**config.mk**
```make
export PLATFORM = sky130hd
export DESIGN_NAME = spc_port
export DESIGN_NICKNAME = d
export VERILOG_FILES = /design/src/spc_pkg.sv /design/src/spc_port.sv
export SDC_FILE = /design/constraint.sdc
export NUM_CORES = 1
export LEC_CHECK = 0
export BUFFER_PORTS_ARGS = -buffer_cell sky130_fd_sc_hd__buf_2
export CELL_PAD_IN_SITES_DETAIL_PLACEMENT = 1
export CELL_PAD_IN_SITES_GLOBAL_PLACEMENT = 2
export CORE_UTILIZATION = 34
export DETAILED_ROUTE_END_ITERATION = 8
export PLACE_DENSITY = 0.82
export SLEW_MARGIN = 20
export SYNTH_ARGS = -nofsm -noshare
export SYNTH_HDL_FRONTEND = slang
export SYNTH_SLANG_ARGS = --single-unit
```
**constraint.sdc**
```tcl
create_clock -name clk -period 1.84 [get_ports clk]
set_input_delay 0.276 -clock clk [delete_from_list [all_inputs] [get_ports clk]]
set_output_delay 0.276 -clock clk [all_outputs]
set_load 0.05 [all_outputs]
```
**src/spc_pkg.sv**
```systemverilog
// Purpose: shared constants and types for the six-line port with comparators
// Assumes: single 100 MHz clock, plain register port with one-cycle read latency
// Notes: register offsets are byte addresses on an 8-bit register port
package spc_pkg;

    // ------------------------------------------------------------
    // register map
    // ------------------------------------------------------------
    localparam logic [3:0] SPC_ADDR_DATA = 4'h0;   // port data register
    localparam logic [3:0] SPC_ADDR_MODE = 4'h1;   // port3_mode_reg
    localparam logic [3:0] SPC_ADDR_CFG = 4'h2;    // port_config_reg
    localparam logic [3:0] SPC_ADDR_EDGE = 4'h3;   // interrupt request register (edge select)
    localparam logic [3:0] SPC_ADDR_STAT = 4'h4;   // sticky event status, write one to clear
    localparam logic [3:0] SPC_ADDR_MASK = 4'h5;   // event mask

    // ------------------------------------------------------------
    // field positions
    // ------------------------------------------------------------
    localparam int SPC_MODE_ANALOG_BIT = 1;
    localparam int SPC_CFG_CMP_OUT_BIT = 0;
    localparam int SPC_CFG_LOW_EMI_BIT = 1;
    localparam int SPC_EDGE_LO_BIT = 6;
    localparam int SPC_EDGE_HI_BIT = 7;
    localparam int SPC_STAT_IRQ_A = 0;
    localparam int SPC_STAT_IRQ_B = 1;
    localparam int SPC_STAT_IRQ_C = 2;

    // ------------------------------------------------------------
    // reset values
    // ------------------------------------------------------------
    localparam logic [7:0] SPC_MODE_RST = 8'h00;
    localparam logic [7:0] SPC_CFG_RST = 8'h00;
    localparam logic [7:0] SPC_EDGE_RST = 8'h00;
    localparam logic [2:0] SPC_OUT_RST = 3'h0;
    localparam logic [2:0] SPC_MASK_RST = 3'h0;

    // edge selection codes held in bits 7:6 of the edge register
    typedef enum logic [1:0] {
        SPC_EDGE_FALL = 2'h0,
        SPC_EDGE_RISE = 2'h1,
        SPC_EDGE_BOTH = 2'h2,
        SPC_EDGE_BOTH2 = 2'h3
    } spc_edge_t;

    // software register port
    typedef struct packed {
        logic [3:0] addr;
        logic [7:0] wdata;
        logic wr;
        logic rd;
    } spc_reg_req_t;

    // the three input lines
    typedef struct packed {
        logic ref_in;
        logic b;
        logic a;
    } spc_lines_t;

endpackage : spc_pkg

```
**src/spc_port.sv**
```systemverilog
// Purpose: six-line general-purpose port: three inputs, three push-pull outputs, comparators, interrupts
// Assumes: inputs synchronous-free pins are resynchronised here; comparators are external analog cells
// Notes: interrupt events are sticky, masked onto one level output
//
// Behaviour
// RULE1 - six lines: three fixed inputs a, b, ref; three fixed outputs a, b, c
// RULE2 - inputs are plain digital inputs with no level-holding latch
// RULE3 - outputs always driven push-pull, no tri-state or open-drain option
// RULE4 - one global software bit selects reduced-emission drive for all outputs
// RULE5 - mode register bit 1 selects analog mode for inputs a and b
// RULE6 - in analog mode comparator results replace digital values of a and b
// RULE7 - ref line interrupt raised only on falling edge
// RULE8 - a and b interrupts rising, falling or both, chosen by bits 6 and 7
// RULE9 - timer input comes from line a, timer output drives line c
// RULE10 - handshake pairs: a with c, b with b; peer drives input side
// RULE11 - line b feeds irq b, ref feeds irq c, a feeds irq a and timer
// RULE12 - config bit 0 routes comparator outputs onto output line a
// RULE13 - analog mode: ref bit and irq c come from stop recovery source
// RULE14 - digital mode: ref is readable input bit and irq c source
// RULE15 - inputs synchronised by two flops, edges from successive synced samples
// RULE16 - after reset analog, comparator routing, low emission off; outputs at reset data
//
// Strobed register access and the register addresses were decided locally.
`timescale 1ns/1ps
module spc_port (
    input wire logic clk,
    input wire logic arst_n,
    input wire spc_pkg::spc_reg_req_t reg_req,
    output logic [7:0] reg_rdata,
    input wire spc_pkg::spc_lines_t line_in,
    input wire logic cmp_a_result,
    input wire logic cmp_b_result,
    input wire logic stop_recovery_src,
    input wire logic timer_out_pin,
    input wire logic hs_c_ready,
    input wire logic hs_b_ready,
    input wire logic hs_c_enable,
    input wire logic hs_b_enable,
    output logic line_out_a,
    output logic line_out_b,
    output logic line_out_c,
    output logic line_out_low_emi,
    output logic timer_in_pin,
    output logic data_valid_strobe_c,
    output logic data_valid_strobe_b,
    output logic ext_irq_a,
    output logic ext_irq_b,
    output logic ext_irq_c,
    output logic irq
);
    import spc_pkg::*;

    // ------------------------------------------------------------
    // reset release
    // ------------------------------------------------------------
    logic rst_meta;
    logic rst_n;

    // two-flop release of the asynchronous reset
    always_ff @(posedge clk or negedge arst_n) begin
        if (!arst_n) begin
            rst_meta <= 1'b0;
            rst_n <= 1'b0;
        end else begin
            rst_meta <= 1'b1;
            rst_n <= rst_meta;
        end
    end
    // the rest of the block resets from this copy, so release is clean on clk

    // ------------------------------------------------------------
    // registers
    // ------------------------------------------------------------
    logic [7:0] mode_reg;
    logic [7:0] cfg_reg;
    logic [7:0] edge_reg;
    logic [2:0] out_data;
    logic [2:0] stat;
    logic [2:0] mask;
    logic [2:0] evt;
    logic analog_mode;
    spc_edge_t edge_sel;

    assign analog_mode = mode_reg[SPC_MODE_ANALOG_BIT]; // RULE5
    assign edge_sel = spc_edge_t'(edge_reg[SPC_EDGE_HI_BIT:SPC_EDGE_LO_BIT]); // RULE8

    // software writes to control and output data
    always_ff @(posedge clk or negedge rst_n) begin
        if (!rst_n) begin
            mode_reg <= SPC_MODE_RST; // RULE16
            cfg_reg <= SPC_CFG_RST; // RULE16
            edge_reg <= SPC_EDGE_RST;
            out_data <= SPC_OUT_RST; // RULE16
            mask <= SPC_MASK_RST;
        end else if (reg_req.wr) begin
            case (reg_req.addr)
                SPC_ADDR_MODE: mode_reg <= reg_req.wdata;
                SPC_ADDR_CFG: cfg_reg <= reg_req.wdata;
                SPC_ADDR_EDGE: edge_reg <= reg_req.wdata;
                // output data lives in bits 6:4, where reads show it
                SPC_ADDR_DATA: out_data <= reg_req.wdata[6:4];
                SPC_ADDR_MASK: mask <= reg_req.wdata[2:0];
                default: ;
            endcase
        end
    end

    // ------------------------------------------------------------
    // input synchronisers
    // ------------------------------------------------------------
    logic [4:0] sync_meta;
    logic [4:0] sync_q;
    logic [4:0] raw_in;

    // inputs sampled as they are, no holding latch
    assign raw_in = {stop_recovery_src, cmp_b_result, cmp_a_result, line_in.b, line_in.a}; // RULE2

    // two-stage synchroniser on every source
    always_ff @(posedge clk or negedge rst_n) begin
        if (!rst_n) begin
            sync_meta <= 5'h00;
            sync_q <= 5'h00;
        end else begin
            sync_meta <= raw_in; // RULE15
            sync_q <= sync_meta; // RULE15
        end
    end

    logic ref_meta;
    logic ref_q;

    // reference line synchroniser
    always_ff @(posedge clk or negedge rst_n) begin
        if (!rst_n) begin
            ref_meta <= 1'b0;
            ref_q <= 1'b0;
        end else begin
            ref_meta <= line_in.ref_in; // RULE15
            ref_q <= ref_meta; // RULE15
        end
    end

    // ------------------------------------------------------------
    // effective line values
    // ------------------------------------------------------------
    logic val_a;
    logic val_b;
    logic val_ref;

    // comparators replace digital a and b in analog mode
    // hazard: a mode switch swaps the source at once and may raise a false edge
    assign val_a = analog_mode ? sync_q[2] : sync_q[0]; // RULE6
    assign val_b = analog_mode ? sync_q[3] : sync_q[1]; // RULE6
    // ref bit follows stop recovery source in analog mode
    assign val_ref = analog_mode ? sync_q[4] : ref_q; // RULE13 RULE14

    // ------------------------------------------------------------
    // line map
    // ------------------------------------------------------------
    logic [2:0] in_view;

    // the three fixed inputs as software sees them, ref on top
    assign in_view = {val_ref, val_b, val_a}; // RULE1

    logic prev_a;
    logic prev_b;
    logic prev_ref;

    // previous samples for edge detection
    always_ff @(posedge clk or negedge rst_n) begin
        if (!rst_n) begin
            prev_a <= 1'b0;
            prev_b <= 1'b0;
            prev_ref <= 1'b0;
        end else begin
            prev_a <= val_a; // RULE15
            prev_b <= val_b;
            prev_ref <= val_ref;
        end
    end

    // ------------------------------------------------------------
    // edge detection
    // ------------------------------------------------------------
    logic rise_a;
    logic fall_a;
    logic rise_b;
    logic fall_b;
    logic fall_ref;
    logic hit_a;
    logic hit_b;

    // edges compare the current synced sample with the one before
    assign rise_a = val_a & ~prev_a;
    assign fall_a = ~val_a & prev_a;
    assign rise_b = val_b & ~prev_b;
    assign fall_b = ~val_b & prev_b;
    assign fall_ref = ~val_ref & prev_ref; // RULE7

    // selectable edge for a and b
    always_comb begin
        case (edge_sel)
            SPC_EDGE_FALL: begin
                hit_a = fall_a; // RULE8
                hit_b = fall_b;
            end
            SPC_EDGE_RISE: begin
                hit_a = rise_a; // RULE8
                hit_b = rise_b;
            end
            default: begin
                hit_a = rise_a | fall_a; // RULE8
                hit_b = rise_b | fall_b;
            end
        endcase
    end

    // interrupt source mapping
    assign evt[SPC_STAT_IRQ_A] = hit_a; // RULE11
    assign evt[SPC_STAT_IRQ_B] = hit_b; // RULE11
    assign evt[SPC_STAT_IRQ_C] = fall_ref; // RULE11 RULE7

    // one-cycle request pulses to the interrupt controller
    always_ff @(posedge clk or negedge rst_n) begin
        if (!rst_n) begin
            ext_irq_a <= 1'b0;
            ext_irq_b <= 1'b0;
            ext_irq_c <= 1'b0;
        end else begin
            ext_irq_a <= hit_a; // RULE11
            ext_irq_b <= hit_b; // RULE11
            ext_irq_c <= fall_ref; // RULE13 RULE14
        end
    end

    // ------------------------------------------------------------
    // sticky status and interrupt
    // ------------------------------------------------------------
    logic [2:0] stat_clr;

    assign stat_clr = (reg_req.wr && reg_req.addr == SPC_ADDR_STAT) ? reg_req.wdata[2:0] : 3'h0;

    // set wins over a write-one clear in the same cycle
    // so an event that lands beside its own clear is never lost
    always_ff @(posedge clk or negedge rst_n) begin
        if (!rst_n) begin
            stat <= 3'h0;
        end else begin
            stat <= (stat & ~stat_clr) | evt;
        end
    end

    // level request, high while any unmasked event is pending
    assign irq = |(stat & mask);

    // ------------------------------------------------------------
    // outputs
    // ------------------------------------------------------------
    logic cmp_route;
    logic cmp_xor;

    assign cmp_route = cfg_reg[SPC_CFG_CMP_OUT_BIT]; // RULE12

    // one pin carries both comparator results, so they are combined here
    assign cmp_xor = sync_q[2] ^ sync_q[3]; // RULE12

    // push-pull outputs, always driven
    always_ff @(posedge clk or negedge rst_n) begin
        if (!rst_n) begin
            line_out_a <= SPC_OUT_RST[0]; // RULE16
            line_out_b <= SPC_OUT_RST[1];
            line_out_c <= SPC_OUT_RST[2];
            line_out_low_emi <= 1'b0;
        end else begin
            line_out_a <= cmp_route ? cmp_xor : out_data[0]; // RULE12 RULE3
            line_out_b <= hs_b_enable ? hs_b_ready : out_data[1]; // RULE10 RULE3
            line_out_c <= hs_c_enable ? hs_c_ready : (timer_out_pin | out_data[2]); // RULE9 RULE10
            line_out_low_emi <= cfg_reg[SPC_CFG_LOW_EMI_BIT]; // RULE4
        end
    end

    // timer and handshake inputs
    assign timer_in_pin = val_a; // RULE9 RULE11
    assign data_valid_strobe_c = val_a; // RULE10
    assign data_valid_strobe_b = val_b; // RULE10

    // ------------------------------------------------------------
    // read port
    // ------------------------------------------------------------
    // read data one cycle after the strobe, zero otherwise
    always_ff @(posedge clk or negedge rst_n) begin
        if (!rst_n) begin
            reg_rdata <= 8'h00;
        end else if (reg_req.rd) begin
            case (reg_req.addr)
                SPC_ADDR_DATA: reg_rdata <= {1'b0, out_data, in_view, 1'b0}; // RULE14 RULE1
                SPC_ADDR_MODE: reg_rdata <= mode_reg;
                SPC_ADDR_CFG: reg_rdata <= cfg_reg;
                SPC_ADDR_EDGE: reg_rdata <= edge_reg;
                SPC_ADDR_STAT: reg_rdata <= {5'h00, stat};
                SPC_ADDR_MASK: reg_rdata <= {5'h00, mask};
                // unmapped addresses read as zero
                default: reg_rdata <= 8'h00;
            endcase
        end else begin
            reg_rdata <= 8'h00;
        end
    end

endmodule : spc_port

```
# == Word level (Yosys, flattened, before mapping) ==
# Index checks and enable logic that the tools add are counted.
# op_classes
n_eq_ne,6
n_reduce_logical,9
n_mux,11
n_bitwise,18
# op_table
op,count
one-hot mux 8 bit (6 select lines),1
AND reduction 2 bit,5
== test 4 x 2 -> 1 bit (second input constant),2
== test 4 x 3 -> 1 bit (second input constant),2
2-to-1 mux 8 bit,1
bitwise AND 3 bit,2
2-to-1 mux 1 bit,6
bitwise AND 1 bit,5
NOT 1 bit,5
== test 4 x 1 -> 1 bit (second input constant),1
zero test 4 bit,1
one-hot mux 1 bit (2 select lines),2
2-to-1 mux 3 bit,1
NOT 3 bit,1
bitwise OR 1 bit,3
bitwise OR 3 bit,1
OR reduction 3 bit,1
== test 2 x 1 -> 1 bit (second input constant),1
zero test 2 bit,1
logical AND 1 bit,1
XOR 1 bit,1
# word_totals
in_bits,27
regBits,65

# == Logic depth before layout (Yosys ltp) ==
# logic_depth
ltp_word,6
mapped_depth,6
mapped_depth_nobuf,6

# == Worst setup path before layout ==
# OpenSTA, ideal clock, no wires.
# synth_path
path_type,reg2reg
startpoint,register mode_reg[1]
endpoint,register stat[1]
stages_incl_launch_ff,7
t_arrival_ns,1.539
synth_period_minus_slack_ns,1.658
required_ns,1.722
slack_ns,0.182
cell_sequence,dfrtp_1 -> mux2i_1 -> inv_1 -> ha_1 -> mux2i_1 -> mux2i_1 -> a21o_1
# synth_between
elab_chain_cells,6
# synth_lines
item,line_no,rtl
"start, declared",spc_port.sv:74,logic [7:0] mode_reg;
"start signal, assigned",spc_port.sv:97,SPC_ADDR_MODE: mode_reg <= reg_req.wdata;
2-to-1 mux 1 bit (*),spc_port.sv:153,assign val_b = analog_mode ? sync_q[3] : sync_q[1];
net data_valid_strobe_b,spc_port.sv:45,"output logic data_valid_strobe_b,"
NOT 1 bit,spc_port.sv:197,assign fall_b = ~val_b & prev_b;
bitwise AND 1 bit,spc_port.sv:197,
bitwise OR 1 bit,spc_port.sv:213,hit_b = rise_b | fall_b;
one-hot mux 1 bit (2 select lines) (*),spc_port.sv:202,case (edge_sel)
net hit_b,spc_port.sv:191,logic hit_b;
bitwise OR 3 bit (*),spc_port.sv:249,stat <= (stat & ~stat_clr) | evt;
"end signal, assigned",spc_port.sv:249,
"end, declared",spc_port.sv:78,logic [2:0] stat;
# Mark *: on every way through the listed nets, which the timed path passes. The rest lies on a longest branch.
# A chain may end at the register's enable or synchronous reset.

# == Final worst setup path ==
# layout_path
startpoint,register stat[2]
endpoint,output irq
# layout_between
elab_chain_cells,2
# layout_lines
item,line_no,rtl
bitwise AND 3 bit,spc_port.sv:254,assign irq = |(stat & mask);
OR reduction 3 bit,spc_port.sv:254,
"end, declared",spc_port.sv:49,output logic irq
# Every way passes these cells.

==> flow_summary.toml <==
[timing]
finalCritPeriodShare_pct = 91.0
fin_tns_setup_ns = 0
hold_viol = 0
maxSlewHeadroom_pct = 66.6
rsz0062_at_grt = "no"
finClkSkew_ns = 0.00392
fmax_mhz = 597
slew_viol_final = 0
tightest_slew_ns = 0.501
setup_violations = 0
min_period_ns = 1.67

[outcome]
outcome = "finished, final reports clean"

[synthesis]
synth_top_area_share_pct = 60.2
synth_area_mm2 = 0.00270
postSynthAreaPerCell_um2 = 14.2
yosys_warnings = 0
ys_types = 37
synth_edf_count = 0
yosysSeqAreaShare_pct = 60.2
ys_ff_latch = 65
yosysMostFrequentCell = "dfrtp_1"
synth_top_flop_cell = "dfrtp_1"
synth_fp_nets = 221
synth_async_sr_flop_share_pct = 100
netlist_top_cells_area = "dfrtp_1, mux2_1, mux2i_1, ha_1, mux2_2"
netlist_instances = 190
synth_top_area_cell = "dfrtp_1"
synth_common_cells = "dfrtp_1, mux2_1, mux2i_1, nand3_1"

[route]
wl_per_cell_um = 15.7
drt_pre_antenna_iters = 4
postRouteAntennaNets = 0
drc = 0
routed_wl_um = 5580
num_vias = 1711
drt_iter0_markers = 71
viasPerCell = 4.81

[worst_setup_path]
cp.arrival_ns = 1.40
critPathCaptureType = "primary output"
critical_path.max_fanout = 3
worst_path_max_delay_cell = "dfrtp_1"
worstPathRequired_ns = 1.56
path_class = "reg2out"
slowest_delay_ns = 0.41
worstPathCellList = "a222oi_1, inv_1, buf_2"
path_buf_inv = 2
critPathTopFamily = "flip-flops"
critPathLaunchType = "flip-flop"

[global_routing]
grt_start_max_net_pins = 40
gr-total-overflow = 0
antenna_found_initial = 0
grt_pass1_vias = 1829
grt_usage_pct = 15.3
grt_pass1_wl_um = 9470

[floorplanning]
io-pin-count = 46
dieArea_mm2 = 0.00831
row_count = 32
core_area_mm2 = 0.00773
die_w_um = 91.2
die_y_um = 91.2
initial_core_util_pct = 35.0

[cts]
cts_tree = "done"
h-tree-depth = 3
clk_pin_slew_ns = 0.07
cts_buffers = 9
cts_sinks = 65
cts_root_buf = "clkbuf_8"
cts_buffer_depth = 2
clock_latency_ns = 0.35

[power]
p_leak_uw = 0.00154
powerDensity_mw_per_mm2 = 1150
ir_worst_vdd_v = 0.000463

[finish]
synthToLayoutAreaGrowth_pct = 21.7
antennaDiodeCount = 0
drive_above_1_share_pct = 30.7
post-route-util_pct = 42.6
nets = 280
num-fill-cells = 822

[placement]
hpwl_um = 4070
place_congestion = 0.773
io_buffer_count = 45

[worst_hold_path]
hp-class = "in2reg"

[run]
maxCapViolations = 0
[final cells by class]
class                           count  area [µm²]  share of cell area [%]
Clock buffer                       11         131                    3.99
Clock inverter                      5        80.1                    2.43
Timing Repair Buffer               55         303                    9.20
Sequential cell                    65        1630                    49.5
Multi-Input combinational cell    112         998                    30.3
Inverter                            6        22.5                   0.684
Tap cell                          102         128                    3.88
[per-stage QoR]
stage	instance area, µm²	cells	hold WS (ns)	setup slack [ns]	total power [µW]
after floorplan	2710	190	-0.0196	0.182	2310
after global placement	3070	339	0.0633	0.273	2510
after detailed placement	3070	339	0.0653	0.260	2540
after CTS	3290	356	0.0162	0.137	3850
after global routing	3290	356	0.0139	0.0967	3980
final	3290	356	0.0294	0.166	3790
[where the power goes]
group          internal (µW)  total (µW)  switching (µW)
combinational            276         722             446
sequential              1650        1780             125
clock                    760        1290             533
[repair_timing]
action | in CTS | in global routing
resized for setup | 0 | 0
hold buffers | 1 | 0
buffers inserted | 0 | 0
endpoints found under the hold margin | 2 | 0
[per-layer routing]
layer,vias up,GRT usage [%],wire [µm]
met5,-,0,0
met4,0,7.94,116
met3,9,4.02,186
met2,31,24.9,2790
met1,873,18.5,2490
li1,798,-,-
[path summary, 6_finish.rpt]
kind | slack [ns] | from | cells past startpoint | end
hold / removal | 0.03 | stop_recovery_src | 1 | sync_meta[4]$_DFF_PN0_
hold reg to reg | 0.25 | rst_n$_DFF_PN0_ | 1 | sync_q[2]$_DFF_PN0_
min in group asynchronous | 0.23 | arst_n | 2 | rst_meta$_DFF_PN0_
max in group asynchronous | 1.16 | rst_n$_DFF_PN0_ | 1 | reg_rdata[5]$_DFF_PN0_
setup reg to reg | 0.32 | mode_reg[1]$_DFFE_PN0P_ | 5 | stat[0]$_DFF_PN0_
setup / recovery | 0.17 | stat[2]$_DFF_PN0_ | 3 | irq
[cell families after synthesis]
logic type      Yosys count  synth area share, %
flops                    65                 60.2
mux                      51                 20.5
simple gates             38                 9.39
compound gates           17                 4.67
buf+inv                  13                 2.92
fa+ha+maj                 4                 1.85
other cells               1                0.139
xor+xnor                  1                0.324
[cell usage in the layout (no fill, tap or decap), drive strengths merged, types with 4 or more instances in the layout]
master,netlist,layout
clkbuf,0,11
mux2,36,36
a31oi,4,4
nand3,10,10
nor2,8,8
nand2,4,4
mux2i,15,15
buf,7,54
dfrtp,65,65
inv,6,6
ha,4,4
a21o,4,4
o22a,4,4
Note: power is estimated with default switching activity, not from simulation.
